--- src/design/dcz_pkg.sv ---
// constants, field layouts and carrier types for one dma channel
// assumes a single 100 MHz clock, an axi4-lite register port and an ahb master port
package dcz_pkg;

   localparam int CNT_WIDTH   = 24;
   localparam int BURST_MAX   = 32;

   // register byte offsets
   localparam logic [7:0] OFS_SRC     = 8'h00;
   localparam logic [7:0] OFS_DST     = 8'h04;
   localparam logic [7:0] OFS_CNT     = 8'h08;
   localparam logic [7:0] OFS_CFG     = 8'h0c;
   localparam logic [7:0] OFS_STAT    = 8'h10;
   localparam logic [7:0] OFS_SRC_RLD = 8'h14;
   localparam logic [7:0] OFS_DST_RLD = 8'h18;
   localparam logic [7:0] OFS_CNT_RLD = 8'h1c;

   // status bit positions
   localparam int STAT_ACTIVE  = 0;
   localparam int STAT_RELOAD  = 1;
   localparam int STAT_CTZ     = 2;
   localparam int STAT_BUS_ERR = 3;

   localparam logic [31:0] RST_WORD  = 32'h0000_0000;
   localparam logic [31:0] CFG_WMASK = 32'h001f_fff3;

   // request codes
   localparam logic [5:0] REQ_MEM2MEM = 6'h00;
   localparam logic [5:0] TX_FLAG     = 6'h20;

   // fixed peripheral fifo addresses: base plus slot per low four bits of the request code
   localparam logic [31:0] PERIPH_BASE       = 32'h4000_0000;
   localparam int          PERIPH_SLOT_SHIFT = 12;

   localparam logic [1:0] HTRANS_IDLE    = 2'h0;
   localparam logic [1:0] HTRANS_NONSEQ  = 2'h2;
   localparam logic [1:0] AXI_OKAY       = 2'h0;
   localparam logic [1:0] AXI_SLVERR     = 2'h2;

   typedef struct packed {
      logic [10:0] rsv_hi;
      logic [4:0]  brst;     // burst bytes minus one
      logic        dstinc;
      logic [1:0]  dstwd;
      logic        srcinc;
      logic [1:0]  srcwd;
      logic [5:0]  reqsel;
      logic [1:0]  rsv_lo;
      logic        rlden;
      logic        chen;
   } dcz_cfg_t;

   typedef struct packed {
      logic [31:0] haddr;
      logic [1:0]  htrans;
      logic        hwrite;
      logic [2:0]  hsize;
      logic [31:0] hwdata;
   } dcz_ahb_req_t;

endpackage

--- src/design/dcz_reqsel_map.sv ---
// request code to address and increment mapping
// assumes the code is stable while the channel is active
`timescale 1ns/100ps
module dcz_reqsel_map
   import dcz_pkg::*;
(
   input  wire logic [5:0]  reqsel,
   input  wire logic        srcinc,
   input  wire logic        dstinc,
   input  wire logic [31:0] src_reg,
   input  wire logic [31:0] dst_reg,
   output logic [31:0]      src_addr,
   output logic [31:0]      dst_addr,
   output logic             src_inc,
   output logic             dst_inc,
   output logic             mem2mem,
   output logic             code_ok
);
   logic        is_rx;
   logic        is_tx;
   logic [31:0] periph_addr;

   always_comb begin
      unique case (reqsel[4:0])
         5'h01, 5'h02, 5'h04, 5'h05, 5'h07, 5'h08: is_rx = ~reqsel[5];
         default:                                  is_rx = 1'b0;
      endcase
      unique case (reqsel[4:0])
         5'h01, 5'h02, 5'h04, 5'h05, 5'h07, 5'h08: is_tx = reqsel[5];
         default:                                  is_tx = 1'b0;
      endcase
   end

   assign mem2mem     = (reqsel == REQ_MEM2MEM);
   assign code_ok     = mem2mem | is_rx | is_tx;
   assign periph_addr = PERIPH_BASE + (32'(reqsel[3:0]) << PERIPH_SLOT_SHIFT);
   assign src_addr    = is_rx ? periph_addr : src_reg;
   assign dst_addr    = is_tx ? periph_addr : dst_reg;
   assign src_inc     = srcinc & ~is_rx;
   assign dst_inc     = dstinc & ~is_tx;
endmodule

--- src/design/dcz_access_size.sv ---
// one access size from a width code and the bytes available
// no alignment check: software keeps addresses aligned to the width
`timescale 1ns/100ps
module dcz_access_size
   import dcz_pkg::*;
(
   input  wire logic [1:0]           width,
   input  wire logic [CNT_WIDTH-1:0] avail,
   output logic [2:0]                size_bytes,
   output logic [2:0]                hsize
);
   always_comb begin
      if (width[1] && avail >= CNT_WIDTH'(4)) begin
         size_bytes = 3'h4;
         hsize      = 3'h2;
      end else if ((width != 2'h0) && avail >= CNT_WIDTH'(2)) begin
         size_bytes = 3'h2;   // halfword width, or a word width narrowed to what remains
         hsize      = 3'h1;
      end else begin
         size_bytes = 3'h1;
         hsize      = 3'h0;
      end
   end
endmodule

--- src/design/dcz_channel.sv ---
// one dma channel: register file, address build, burst read then burst write
// assumes an external arbiter answering chan_request with chan_grant
// and a non-pipelined ahb view: one access in flight, address then data phase
//
// The AXI4-Lite register port and the placing of the registers were chosen for this implementation.
`timescale 1ns/100ps
module dcz_channel
   import dcz_pkg::*;
#(
   parameter int DEPTH = BURST_MAX
)(
   input  wire logic        aclk,
   input  wire logic        aresetn,
   input  wire logic [7:0]  s_axi_awaddr,
   input  wire logic        s_axi_awvalid,
   output logic             s_axi_awready,
   input  wire logic [31:0] s_axi_wdata,
   input  wire logic [3:0]  s_axi_wstrb,
   input  wire logic        s_axi_wvalid,
   output logic             s_axi_wready,
   output logic [1:0]       s_axi_bresp,
   output logic             s_axi_bvalid,
   input  wire logic        s_axi_bready,
   input  wire logic [7:0]  s_axi_araddr,
   input  wire logic        s_axi_arvalid,
   output logic             s_axi_arready,
   output logic [31:0]      s_axi_rdata,
   output logic [1:0]       s_axi_rresp,
   output logic             s_axi_rvalid,
   input  wire logic        s_axi_rready,
   input  wire logic        periph_req,
   output logic             chan_request,
   input  wire logic        chan_grant,
   output dcz_ahb_req_t     ahb_out,
   input  wire logic [31:0] hrdata,
   input  wire logic        hready,
   input  wire logic        hresp,
   output logic             ctz_event,
   output logic             reload_event
);
   typedef enum logic [2:0] {
      ST_IDLE, ST_RD_CHK, ST_RD_A, ST_RD_D, ST_WR_CHK, ST_WR_A, ST_WR_D, ST_END
   } dcz_state_t;

   dcz_state_t           state_q;
   dcz_cfg_t             cfg_q;
   logic [31:0]          src_q, dst_q, src_rld_q, dst_rld_q;
   logic [CNT_WIDTH-1:0] cnt_q, cnt_rld_q;
   logic [3:0]           stat_q;
   logic [7:0]           fifo_q [DEPTH];
   logic [5:0]           rd_n_q, wr_n_q;
   logic [2:0]           acc_q;
   dcz_ahb_req_t         ahb_q;

   logic [7:0]  aw_addr_q;
   logic [31:0] w_data_q;
   logic [3:0]  w_strb_q;
   logic        aw_v_q, w_v_q, b_v_q, r_v_q;
   logic [1:0]  b_resp_q, r_resp_q;
   logic [31:0] r_data_q;

   logic [31:0]          src_addr, dst_addr, rd_word, wr_word, hw_word;
   logic                 src_inc, dst_inc, mem2mem, code_ok;
   logic [5:0]           limit, burst_left;
   logic [CNT_WIDTH-1:0] rd_avail, wr_avail;
   logic [2:0]           rd_sz, rd_hsize, wr_sz, wr_hsize;
   logic                 wr_do, rd_ok, err_beat, at_end, ctz, go;

   function automatic logic [31:0] merge(input logic [31:0] old, input logic [31:0] nw,
                                         input logic [3:0] strb);
      for (int i = 0; i < 4; i++) begin
         if (strb[i]) begin
            old[8*i +: 8] = nw[8*i +: 8];
         end
      end
      return old;
   endfunction

   dcz_reqsel_map u_map (
      .reqsel   (cfg_q.reqsel),
      .srcinc   (cfg_q.srcinc),
      .dstinc   (cfg_q.dstinc),
      .src_reg  (src_q),
      .dst_reg  (dst_q),
      .src_addr (src_addr),
      .dst_addr (dst_addr),
      .src_inc  (src_inc),
      .dst_inc  (dst_inc),
      .mem2mem  (mem2mem),
      .code_ok  (code_ok)
   );

   // burst cap applies to both halves
   assign limit      = 6'(cfg_q.brst) + 6'h1;
   assign burst_left = limit - rd_n_q;
   assign rd_avail   = (cnt_q < CNT_WIDTH'(burst_left)) ? cnt_q : CNT_WIDTH'(burst_left);
   assign wr_avail   = CNT_WIDTH'(rd_n_q - wr_n_q);

   dcz_access_size u_rd_size (
      .width      (cfg_q.srcwd),
      .avail      (rd_avail),
      .size_bytes (rd_sz),
      .hsize      (rd_hsize)
   );

   dcz_access_size u_wr_size (
      .width      (cfg_q.dstwd),
      .avail      (wr_avail),
      .size_bytes (wr_sz),
      .hsize      (wr_hsize)
   );

   // ---------------- axi4-lite slave ----------------
   assign s_axi_awready = ~aw_v_q;
   assign s_axi_wready  = ~w_v_q;
   assign s_axi_arready = ~r_v_q;
   assign s_axi_bvalid  = b_v_q;
   assign s_axi_bresp   = b_resp_q;
   assign s_axi_rvalid  = r_v_q;
   assign s_axi_rresp   = r_resp_q;
   assign s_axi_rdata   = r_data_q;

   assign wr_do = aw_v_q & w_v_q & ~b_v_q;
   assign rd_ok = s_axi_arvalid & ~r_v_q;

   always_ff @(posedge aclk) begin
      if (!aresetn) begin
         aw_v_q    <= 1'b0;
         w_v_q     <= 1'b0;
         aw_addr_q <= 8'h00;
         w_data_q  <= RST_WORD;
         w_strb_q  <= 4'h0;
      end else begin
         if (s_axi_awvalid && !aw_v_q) begin
            aw_v_q    <= 1'b1;
            aw_addr_q <= s_axi_awaddr;
         end else if (wr_do) begin
            aw_v_q <= 1'b0;
         end
         if (s_axi_wvalid && !w_v_q) begin
            w_v_q    <= 1'b1;
            w_data_q <= s_axi_wdata;
            w_strb_q <= s_axi_wstrb;
         end else if (wr_do) begin
            w_v_q <= 1'b0;
         end
      end
   end

   always_ff @(posedge aclk) begin
      if (!aresetn) begin
         b_v_q    <= 1'b0;
         b_resp_q <= AXI_OKAY;
      end else if (wr_do) begin
         b_v_q    <= 1'b1;
         b_resp_q <= (aw_addr_q > OFS_CNT_RLD || aw_addr_q[1:0] != 2'h0) ? AXI_SLVERR
                                                                        : AXI_OKAY;
      end else if (s_axi_bready) begin
         b_v_q <= 1'b0;
      end
   end

   always_comb begin
      rd_word = RST_WORD;
      unique case (s_axi_araddr)
         OFS_SRC:     rd_word = src_q;
         OFS_DST:     rd_word = dst_q;
         OFS_CNT:     rd_word = 32'(cnt_q);
         OFS_CFG:     rd_word = cfg_q;
         OFS_STAT:    rd_word = 32'(stat_q);
         OFS_SRC_RLD: rd_word = src_rld_q;
         OFS_DST_RLD: rd_word = dst_rld_q;
         OFS_CNT_RLD: rd_word = 32'(cnt_rld_q);
         default:     rd_word = RST_WORD;
      endcase
   end

   always_ff @(posedge aclk) begin
      if (!aresetn) begin
         r_v_q    <= 1'b0;
         r_data_q <= RST_WORD;
         r_resp_q <= AXI_OKAY;
      end else if (rd_ok) begin
         r_v_q    <= 1'b1;
         r_data_q <= rd_word;
         r_resp_q <= (s_axi_araddr > OFS_CNT_RLD || s_axi_araddr[1:0] != 2'h0) ? AXI_SLVERR
                                                                              : AXI_OKAY;
      end else if (s_axi_rready) begin
         r_v_q <= 1'b0;
      end
   end

   // ---------------- channel engine ----------------
   assign err_beat = hready & hresp & (state_q == ST_RD_D || state_q == ST_WR_D);
   assign at_end   = (state_q == ST_END);
   assign ctz      = at_end & (cnt_q == '0);
   assign go       = chan_request & chan_grant;
   // memory to memory asks as soon as it is active, others wait for their peripheral
   assign chan_request = (state_q == ST_IDLE) & stat_q[STAT_ACTIVE] & cfg_q.chen & code_ok
                         & (mem2mem | periph_req);
   assign ahb_out      = ahb_q;
   assign ctz_event    = ctz;
   assign reload_event = ctz & cfg_q.rlden;

   always_ff @(posedge aclk) begin
      if (!aresetn) begin
         state_q <= ST_IDLE;
      end else begin
         unique case (state_q)
            ST_IDLE:   if (go) state_q <= ST_RD_CHK;
            ST_RD_CHK: state_q <= (cnt_q != '0 && rd_n_q < limit) ? ST_RD_A : ST_WR_CHK;
            ST_RD_A:   if (hready) state_q <= ST_RD_D;
            ST_RD_D:   if (hready) state_q <= hresp ? ST_IDLE : ST_RD_CHK;
            ST_WR_CHK: state_q <= (wr_n_q < rd_n_q) ? ST_WR_A : ST_END;
            ST_WR_A:   if (hready) state_q <= ST_WR_D;
            ST_WR_D:   if (hready) state_q <= hresp ? ST_IDLE : ST_WR_CHK;
            ST_END:    state_q <= ST_IDLE;
         endcase
      end
   end

   // write data placed on the lanes the address selects
   always_comb begin
      hw_word = RST_WORD;
      for (int k = 0; k < 4; k++) begin
         if (3'(k) < wr_sz) begin
            hw_word[8*(2'(dst_addr[1:0] + 2'(k))) +: 8] = fifo_q[5'(wr_n_q + 6'(k))];
         end
      end
   end

   always_ff @(posedge aclk) begin
      if (!aresetn) begin
         ahb_q <= '{haddr: RST_WORD, htrans: HTRANS_IDLE, hwrite: 1'b0, hsize: 3'h0,
                    hwdata: RST_WORD};
         acc_q <= 3'h0;
      end else if (state_q == ST_RD_CHK && cnt_q != '0 && rd_n_q < limit) begin
         ahb_q.haddr  <= src_addr;
         ahb_q.htrans <= HTRANS_NONSEQ;
         ahb_q.hwrite <= 1'b0;
         ahb_q.hsize  <= rd_hsize;
         acc_q        <= rd_sz;
      end else if (state_q == ST_WR_CHK && wr_n_q < rd_n_q) begin
         ahb_q.haddr  <= dst_addr;
         ahb_q.htrans <= HTRANS_NONSEQ;
         ahb_q.hwrite <= 1'b1;
         ahb_q.hsize  <= wr_hsize;
         ahb_q.hwdata <= hw_word;
         acc_q        <= wr_sz;
      end else if ((state_q == ST_RD_A || state_q == ST_WR_A) && hready) begin
         ahb_q.htrans <= HTRANS_IDLE;
      end
   end

   // buffer fill and drain counts
   always_ff @(posedge aclk) begin
      if (!aresetn) begin
         rd_n_q <= 6'h0;
         wr_n_q <= 6'h0;
      end else if (state_q == ST_IDLE) begin
         rd_n_q <= 6'h0;
         wr_n_q <= 6'h0;
      end else if (state_q == ST_RD_D && hready && !hresp) begin
         rd_n_q <= rd_n_q + 6'(acc_q);
      end else if (state_q == ST_WR_D && hready && !hresp) begin
         wr_n_q <= wr_n_q + 6'(acc_q);
      end
   end

   always_ff @(posedge aclk) begin
      if (state_q == ST_RD_D && hready && !hresp) begin
         for (int k = 0; k < 4; k++) begin
            if (3'(k) < acc_q) begin
               fifo_q[5'(rd_n_q + 6'(k))] <= hrdata[8*(2'(ahb_q.haddr[1:0] + 2'(k))) +: 8];
            end
         end
      end
   end

   // address and count registers: hardware update wins over a software write
   always_ff @(posedge aclk) begin
      if (!aresetn) begin
         src_q <= RST_WORD;
         dst_q <= RST_WORD;
         cnt_q <= '0;
      end else if (ctz && cfg_q.rlden) begin
         src_q <= src_rld_q;
         dst_q <= dst_rld_q;
         cnt_q <= cnt_rld_q;
      end else if (state_q == ST_RD_D && hready && !hresp) begin
         if (src_inc) src_q <= src_q + 32'(acc_q);
         cnt_q <= cnt_q - CNT_WIDTH'(acc_q);
      end else if (state_q == ST_WR_D && hready && !hresp) begin
         if (dst_inc) dst_q <= dst_q + 32'(acc_q);
      end else if (wr_do) begin
         if (aw_addr_q == OFS_SRC) src_q <= merge(src_q, w_data_q, w_strb_q);
         if (aw_addr_q == OFS_DST) dst_q <= merge(dst_q, w_data_q, w_strb_q);
         if (aw_addr_q == OFS_CNT) cnt_q <= CNT_WIDTH'(merge(32'(cnt_q), w_data_q, w_strb_q));
      end
   end

   always_ff @(posedge aclk) begin
      if (!aresetn) begin
         src_rld_q <= RST_WORD;
         dst_rld_q <= RST_WORD;
         cnt_rld_q <= '0;
      end else if (wr_do) begin
         if (aw_addr_q == OFS_SRC_RLD) src_rld_q <= merge(src_rld_q, w_data_q, w_strb_q);
         if (aw_addr_q == OFS_DST_RLD) dst_rld_q <= merge(dst_rld_q, w_data_q, w_strb_q);
         if (aw_addr_q == OFS_CNT_RLD) begin
            cnt_rld_q <= CNT_WIDTH'(merge(32'(cnt_rld_q), w_data_q, w_strb_q));
         end
      end
   end

   // configuration; finishing or a bus error drops the enable after any software write
   always_ff @(posedge aclk) begin
      if (!aresetn) begin
         cfg_q <= dcz_cfg_t'(RST_WORD);
      end else begin
         if (wr_do && aw_addr_q == OFS_CFG) begin
            cfg_q <= dcz_cfg_t'(merge(cfg_q, w_data_q, w_strb_q) & CFG_WMASK);
         end
         if ((ctz && !cfg_q.rlden) || err_beat) begin
            cfg_q.chen <= 1'b0;
         end
      end
   end

   // active status follows enable between bursts; a disable mid-burst waits for its end
   always_ff @(posedge aclk) begin
      if (!aresetn) begin
         stat_q[STAT_ACTIVE] <= 1'b0;
      end else if (err_beat) begin
         stat_q[STAT_ACTIVE] <= 1'b0;
      end else if (at_end) begin
         // a reload keeps the channel running on the same configuration
         stat_q[STAT_ACTIVE] <= cfg_q.chen & ~(ctz & ~cfg_q.rlden);
      end else if (state_q == ST_IDLE) begin
         stat_q[STAT_ACTIVE] <= cfg_q.chen;
      end
   end

   // sticky events, write one to clear; a new event in the clearing cycle survives
   always_ff @(posedge aclk) begin
      if (!aresetn) begin
         stat_q[3:1] <= 3'h0;
      end else begin
         stat_q[STAT_RELOAD]  <= (ctz & cfg_q.rlden) | (stat_q[STAT_RELOAD] &
                                 ~(wr_do & aw_addr_q == OFS_STAT & w_strb_q[0]
                                   & w_data_q[STAT_RELOAD]));
         stat_q[STAT_CTZ]     <= ctz | (stat_q[STAT_CTZ] &
                                 ~(wr_do & aw_addr_q == OFS_STAT & w_strb_q[0]
                                   & w_data_q[STAT_CTZ]));
         stat_q[STAT_BUS_ERR] <= err_beat | (stat_q[STAT_BUS_ERR] &
                                 ~(wr_do & aw_addr_q == OFS_STAT & w_strb_q[0]
                                   & w_data_q[STAT_BUS_ERR]));
      end
   end

endmodule

--- config.mk ---
export PLATFORM = sky130hd
export DESIGN_NAME = dcz_channel
export DESIGN_NICKNAME = d
export VERILOG_FILES = /design/src/design/dcz_pkg.sv /design/src/design/dcz_reqsel_map.sv /design/src/design/dcz_access_size.sv /design/src/design/dcz_channel.sv
export SDC_FILE = /design/constraint.sdc
export NUM_CORES = 2
export LEC_CHECK = 0
export BUFFER_PORTS_ARGS = -buffer_cell sky130_fd_sc_hd__buf_2
export CAP_MARGIN = 15
export CORE_ASPECT_RATIO = 1.5
export CORE_MARGIN = 1
export CORE_UTILIZATION = 30
export CTS_CLUSTER_DIAMETER = 100
export DETAILED_ROUTE_END_ITERATION = 8
export GPL_ROUTABILITY_DRIVEN = 0
export HOLD_SLACK_MARGIN = 0.06
export PLACE_DENSITY = 0.42
export SETUP_SLACK_MARGIN = 0.15
export SYNTH_ARGS = -nofsm -noshare
export SYNTH_HDL_FRONTEND = slang
export SYNTH_SLANG_ARGS = --single-unit
--- constraint.sdc ---
create_clock -name aclk -period 12 [get_ports aclk]
set_clock_uncertainty 0.2 [all_clocks]
set_input_delay 2.4 -clock aclk [delete_from_list [all_inputs] [get_ports aclk]]
set_output_delay 2.4 -clock aclk [all_outputs]
set_load 0.03 [all_outputs]
After elaboration in Yosys (flattened, before gate mapping)
Memories as Yosys holds them, arrays and structs flattened. A register that Yosys moved wholly into a read port is not among the register bits. Index checks and enable logic that the tools add are counted.

Memories: 1. ROM bits: 0. Register bits: 370. Logic and storage cells: 363. Output and inout port bits: 114. RAM bits: 256. Bits of input ports: 95. Latch bits: 0.

Memory list: fifo_q (words 32, width 8, rd ports 4, clocked after memory_dff 1, wr ports 4, line dcz_channel.sv:50) `logic [7:0] fifo_q [DEPTH];`.

$mul: 0. Reductions and logical operators: 90. $add $sub $neg: 25. $lt $le $gt $ge: 17. Bitwise gates (word level): 46. Equal/unequal tests: 36. Div/mod/pow operators: 0. Shift operators: 12. Muxes and demuxes: 84.

Operators with widths (count): 32-bit 2-to-1 mux (19); 32-bit one-hot mux with 8 select lines (1); 24-bit 2-to-1 mux (6); 5-bit negation with 34-bit output (4); 8-bit by 34-bit variable shift with 32-bit output (first input constant) (4); 8-bit by 34-bit variable part select with 32-bit output (4); 32-bit by 6-bit variable part select with 8-bit output (4); 32-bit bitwise mux (3); 32-bit by 3-bit adder with 32-bit output (2); 8-bit by 5-bit == test with 1-bit output (second input constant) (8); 24-bit by 2-bit >= comparator with 1-bit output (second input constant) (2); 24-bit by 3-bit >= comparator with 1-bit output (second input constant) (2); 5-bit AND reduction (9); 3-bit nonzero test (14); 3-bit 2-to-1 mux (13); 38-bit 2-to-1 mux (1); 36-bit 2-to-1 mux (1); 3-bit AND reduction (11); 31-bit by 16-bit adder with 32-bit output (first input constant) (1); 32-bit bitwise AND (1); 8-bit by 4-bit == test with 1-bit output (second input constant) (4); 8-bit 2-to-1 mux (4); 1-bit 2-to-1 mux (26); 1-bit bitwise AND (24); other kinds (43) (142).

Logic depth before layout (Yosys ltp)
Depth in word-level cells: 16. Depth in mapped cells: 16.

By module
From an unflattened synthesis, not the netlist that was laid out.

Cell total of the unflattened synthesis: 5232. Area, all modules: 46599.7 µm².

By module, submodules not included: dcz_channel (cells an instance 5064, sequential area each 15154.5 µm², times used 1, area an instance 45451.1 µm²); dcz_reqsel_map (cells an instance 138, sequential area each 0.0 µm², times used 1, area an instance 938.4 µm²); dcz_access_size (cells an instance 15, sequential area each 0.0 µm², times used 2, area an instance 105.1 µm²).

Worst setup path after synthesis
OpenSTA, ideal clock, no wires.

Path type: input to output. From: input port periph_req. To: output port chan_request. Setup slack: 6.176 ns. Stages on the path: 2. Buffers on the path: 0. Arrival: 3.224 ns. Cell sequence: a22oi_1 nor3_1.

Longest elaborated chain between the ends: 2.

Ends and longest elaborated chain: start: declaration (line dcz_channel.sv:31) `input wire logic periph_req,`; 1-bit OR (line dcz_channel.sv:200) `& (mem2mem | periph_req);`; 1-bit bitwise AND (line dcz_channel.sv:200); end: declaration (line dcz_channel.sv:32) `output logic chan_request,`.

Every way passes these cells.

Worst setup path after layout
From: register cnt_q[15]. To: output port reload_event.

Longest elaborated chain between the ends: 3.

Ends and longest elaborated chain: start: declaration (line dcz_channel.sv:48) `logic [CNT_WIDTH-1:0] cnt_q, cnt_rld_q;`; start signal: assignment (line dcz_channel.sv:289) `cnt_q <= cnt_rld_q;`; start signal: assignment (line dcz_channel.sv:292) `cnt_q <= cnt_q - CNT_WIDTH'(acc_q);`; start signal: assignment (line dcz_channel.sv:298) `if (aw_addr_q == OFS_CNT) cnt_q <= CNT_WIDTH'(merge(32'(cnt_q), w_data_q, w_strb_q));`; 24-bit logical NOT (line dcz_channel.sv:196) `assign ctz = at_end & (cnt_q == '0);`; 1-bit bitwise AND (line dcz_channel.sv:196); 1-bit bitwise AND (line dcz_channel.sv:203) `assign reload_event = ctz & cfg_q.rlden;`; end: declaration (line dcz_channel.sv:39) `output logic reload_event`.

Every way passes these cells.

==> results.cfg <==
[power]
switchingPower_uw = 1431
leakagePower_uw = 0.01656
p_int_uw = 3637
seq_power_share = 0.452
clkPwrFrac = 0.453
power_density_nw_per_um2 = 98.18
pwr-share-comb = 0.095
swShare = 0.2823
peakVddDrop_mv = 0.1100

[timing]
hold_viol_final = 0
relSlewSlack = 0.1307
setup_violations = 0
finalMaxSlewViolations = 0
worstMarginPinSlew_ns = 1.300
fin_crit_sh = 0.5286
timing.hold.ws_ns = 0.2470
fmax_mhz = 157.6
rsz0062_at_grt = no
fin_crit_ns = 6.343
tns_ns = 0

[detailed_routing]
routed_wl_um = 250100
drc = 0
firstDrtPassIters = 8
post_drt_wl_per_cell_um = 35.84
num_vias = 43581
ant_nets = 0
first_iter_violations = 4849
vias_per_cell = 6.245

[clock_network]
cts_resized = 0
clock-sinks = 628
cts_buffer_depth = 3
cts_buffers = 74
cts_setup_buffers = 0
tritoncts = built
cts_root_buf = clkbuf_16
postCtsHoldBufs = 0
h-tree-depth = 3
cts.clk_slew.worst_paths_ns = 0.06
clk_latency_ns = 0.74

[synthesis]
synth_area_per_cell_um2 = 9.329
ys_types = 88
synth-edff-count = 256
syn-cell-area_um2 = 46120
async_flop_share = 0
syn_inst = 4943
ys_ff_latch = 628
ys_seq_area_frac = 0.3282
synthFlopType = dfxtp_1
ys_warn_count = 0

[setup_path]
critPathLaunch = cnt_q[15]$_SDFFE_PN0P_
required_ns = 9.40
reg2reg_slack_ns = 5.74
r2r_cells = 9
cp-start-kind = flop
cp-end-kind = output pin
crit_fanout = 26
endpoint = reload_event
worstPathArrival_ns = 3.74
worstReg2RegStart = wr_n_q[1]$_SDFFE_PP0P_
r2r_end = ahb_out[16]$_SDFFE_PN0P_
crit_type = flop to output pin

[global_routing]
grt-ovfl-total = 0
grt_pass1_wl_um = 342800
grt_pass1_vias = 41968
antenna_found_initial = 13
grt_usage = 0.3165
grt_max_degree = 126

[final_layout]
fin_util = 0.3392
nNetsFinal = 5029
layout-drive-gt1-share = 0.1787
areaGrowthSynthToFinish_pct = 11.93

[run]
cap_viol_max_count = 0

[die]
io_pins = 209
core-area_um2 = 152200
die_y_um = 482.2
start_util = 0.3030
rows = 175
die_x_um = 322.1
dieArea_um2 = 155300

[place]
numPortBuffers = 204
place_hpwl_um = 176900

[status]
status = finished clean

[hold_path]
hold_path_class = flop to flop
-- layer usage --
| metal | wire [um] | up-vias | global-route usage | share of wire |
|---|---|---|---|---|
| li1 | - | 18567 | - | - |
| met1 | 83990 | 21785 | 0.3263 | 0.34 |
| met2 | 121200 | 2445 | 0.5386 | 0.48 |
| met3 | 18530 | 778 | 0.06916 | 0.074 |
| met4 | 26290 | 6 | 0.2850 | 0.11 |
| met5 | 38 | - | 0 | 0.00015 |
-- final cells by class --
cell class / count / area [um2]
multi-input cells: 3787 / 29360
well taps: 2035 / 2546
clock inverters: 28 / 262.8
clock buffers: 101 / 2042
repair buffers: 335 / 2017
inverters: 56 / 217.7
diodes: 8 / 20.02
fillers: 15637 / 100600
flip-flops and latches: 628 / 15150
-- power by group through the flow --
stage | Sequential (uW) | Combinational, uW | Clock (uW)
2_1_floorplan | 2310 | 276 | 0
3_3_place_gp | 2340 | 470 | 0
3_5_place_dp | 2340 | 473 | 0
4_1_cts | 2290 | 473 | 2320
5_1_grt | 2290 | 507 | 2390
6_report | 2290 | 483 | 2290
-- per-stage QoR --
stage / total power [uW] / std cells / cell area (um2) / setup WS (ns)
2_1_floorplan: 2591 / 4946 / 46130 / 6.176
6_report: 5068 / 6978 / 51620 / 5.657
5_1_grt: 5193 / 6971 / 51600 / 5.569
4_1_cts: 5088 / 6968 / 51570 / 5.683
3_3_place_gp: 2806 / 6832 / 49210 / 5.630
3_5_place_dp: 2809 / 6839 / 49260 / 5.437
-- worst min path at each step --
stage                                  from                           end  slack, ns  depth (start not counted)
4_1_cts        s_axi_rdata[10]$_SDFFE_PN0P_  s_axi_rdata[10]$_SDFFE_PN0P_       0.25                          2
3_5_place_dp   s_axi_rdata[10]$_SDFFE_PN0P_  s_axi_rdata[10]$_SDFFE_PN0P_       0.24                          2
5_1_grt         s_axi_rdata[7]$_SDFFE_PN0P_   s_axi_rdata[7]$_SDFFE_PN0P_       0.27                          2
6_report       s_axi_rdata[18]$_SDFFE_PN0P_  s_axi_rdata[18]$_SDFFE_PN0P_       0.25                          2
3_3_place_gp   s_axi_rdata[18]$_SDFFE_PN0P_  s_axi_rdata[18]$_SDFFE_PN0P_       0.24                          2
2_1_floorplan          stat_q[3]$_SDFF_PN0_          stat_q[3]$_SDFF_PN0_       0.24                          2
-- flip-flops by register name, indices dropped and copies added (netlist names), 8 cells and up, named ones only --
name,count
aw_addr_q,8
ahb_out,68
fifo_q,256
src_rld_q,32
dst_rld_q,32
cnt_rld_q,24
src_q,32
dst_q,32
w_data_q,32
cnt_q,24
s_axi_rdata,32
cfg_q,19
-- kinds of logic after synthesis --
group | after synthesis | synth area share
xor gates and xnor gates | 80 | 0.01519
and+or+nand+nor | 1456 | 0.1386
muxes | 941 | 0.2824
buffers and inverters | 531 | 0.04564
DFF | 628 | 0.3282
AOI/OAI and AO/OA | 1254 | 0.1747
other | 1 | 0.00008132
adders and majority gates | 52 | 0.01525
-- worst max-delay path, stage by stage (launching register included) --
cell and delay [ns]:
dfxtp_1 0.37, or4_1 0.68, or4_4 0.65, nor4_4 0.28, buf_4 0.25, and2_4 0.41
buf_2 0.34
-- layout by cell type, fill, tap and decap left out, drive strengths merged, types with 29 or more instances in the layout --
| master | n |
|---|---|
| a211oi | 64 |
| a21oi | 342 |
| a221oi | 45 |
| a222oi | 47 |
| a22oi | 53 |
| a31oi | 29 |
| buf | 334 |
| clkbuf | 102 |
| dfxtp | 372 |
| edfxtp | 256 |
| ha | 45 |
| inv | 55 |
| mux2 | 49 |
| mux2i | 609 |
| mux4 | 283 |
| nand2 | 593 |
| nand2b | 30 |
| nand3 | 117 |
| nor2 | 450 |
| nor3 | 71 |
| o211ai | 91 |
| o21ai | 389 |
| xnor2 | 51 |
| xor2 | 29 |
-- cell usage after synthesis, drive strengths merged (45+ instances only) --
cell type | instances | share of area
inv | 52 | 0.0042
buf | 97 | 0.010
nor2 | 450 | 0.037
a221oi | 45 | 0.0085
o21ai | 389 | 0.042
mux4 | 283 | 0.14
clkbuf | 378 | 0.031
edfxtp | 256 | 0.17
a22oi | 53 | 0.0086
a21oi | 342 | 0.039
nand3 | 117 | 0.013
o211ai | 91 | 0.015
xnor2 | 51 | 0.0097
dfxtp | 372 | 0.16
nor3 | 71 | 0.0077
a222oi | 47 | 0.010
mux2 | 49 | 0.012
a211oi | 64 | 0.011
mux2i | 609 | 0.13
nand2 | 593 | 0.048
ha | 45 | 0.012
No activity file was read; power rests on OpenSTA's default activity.
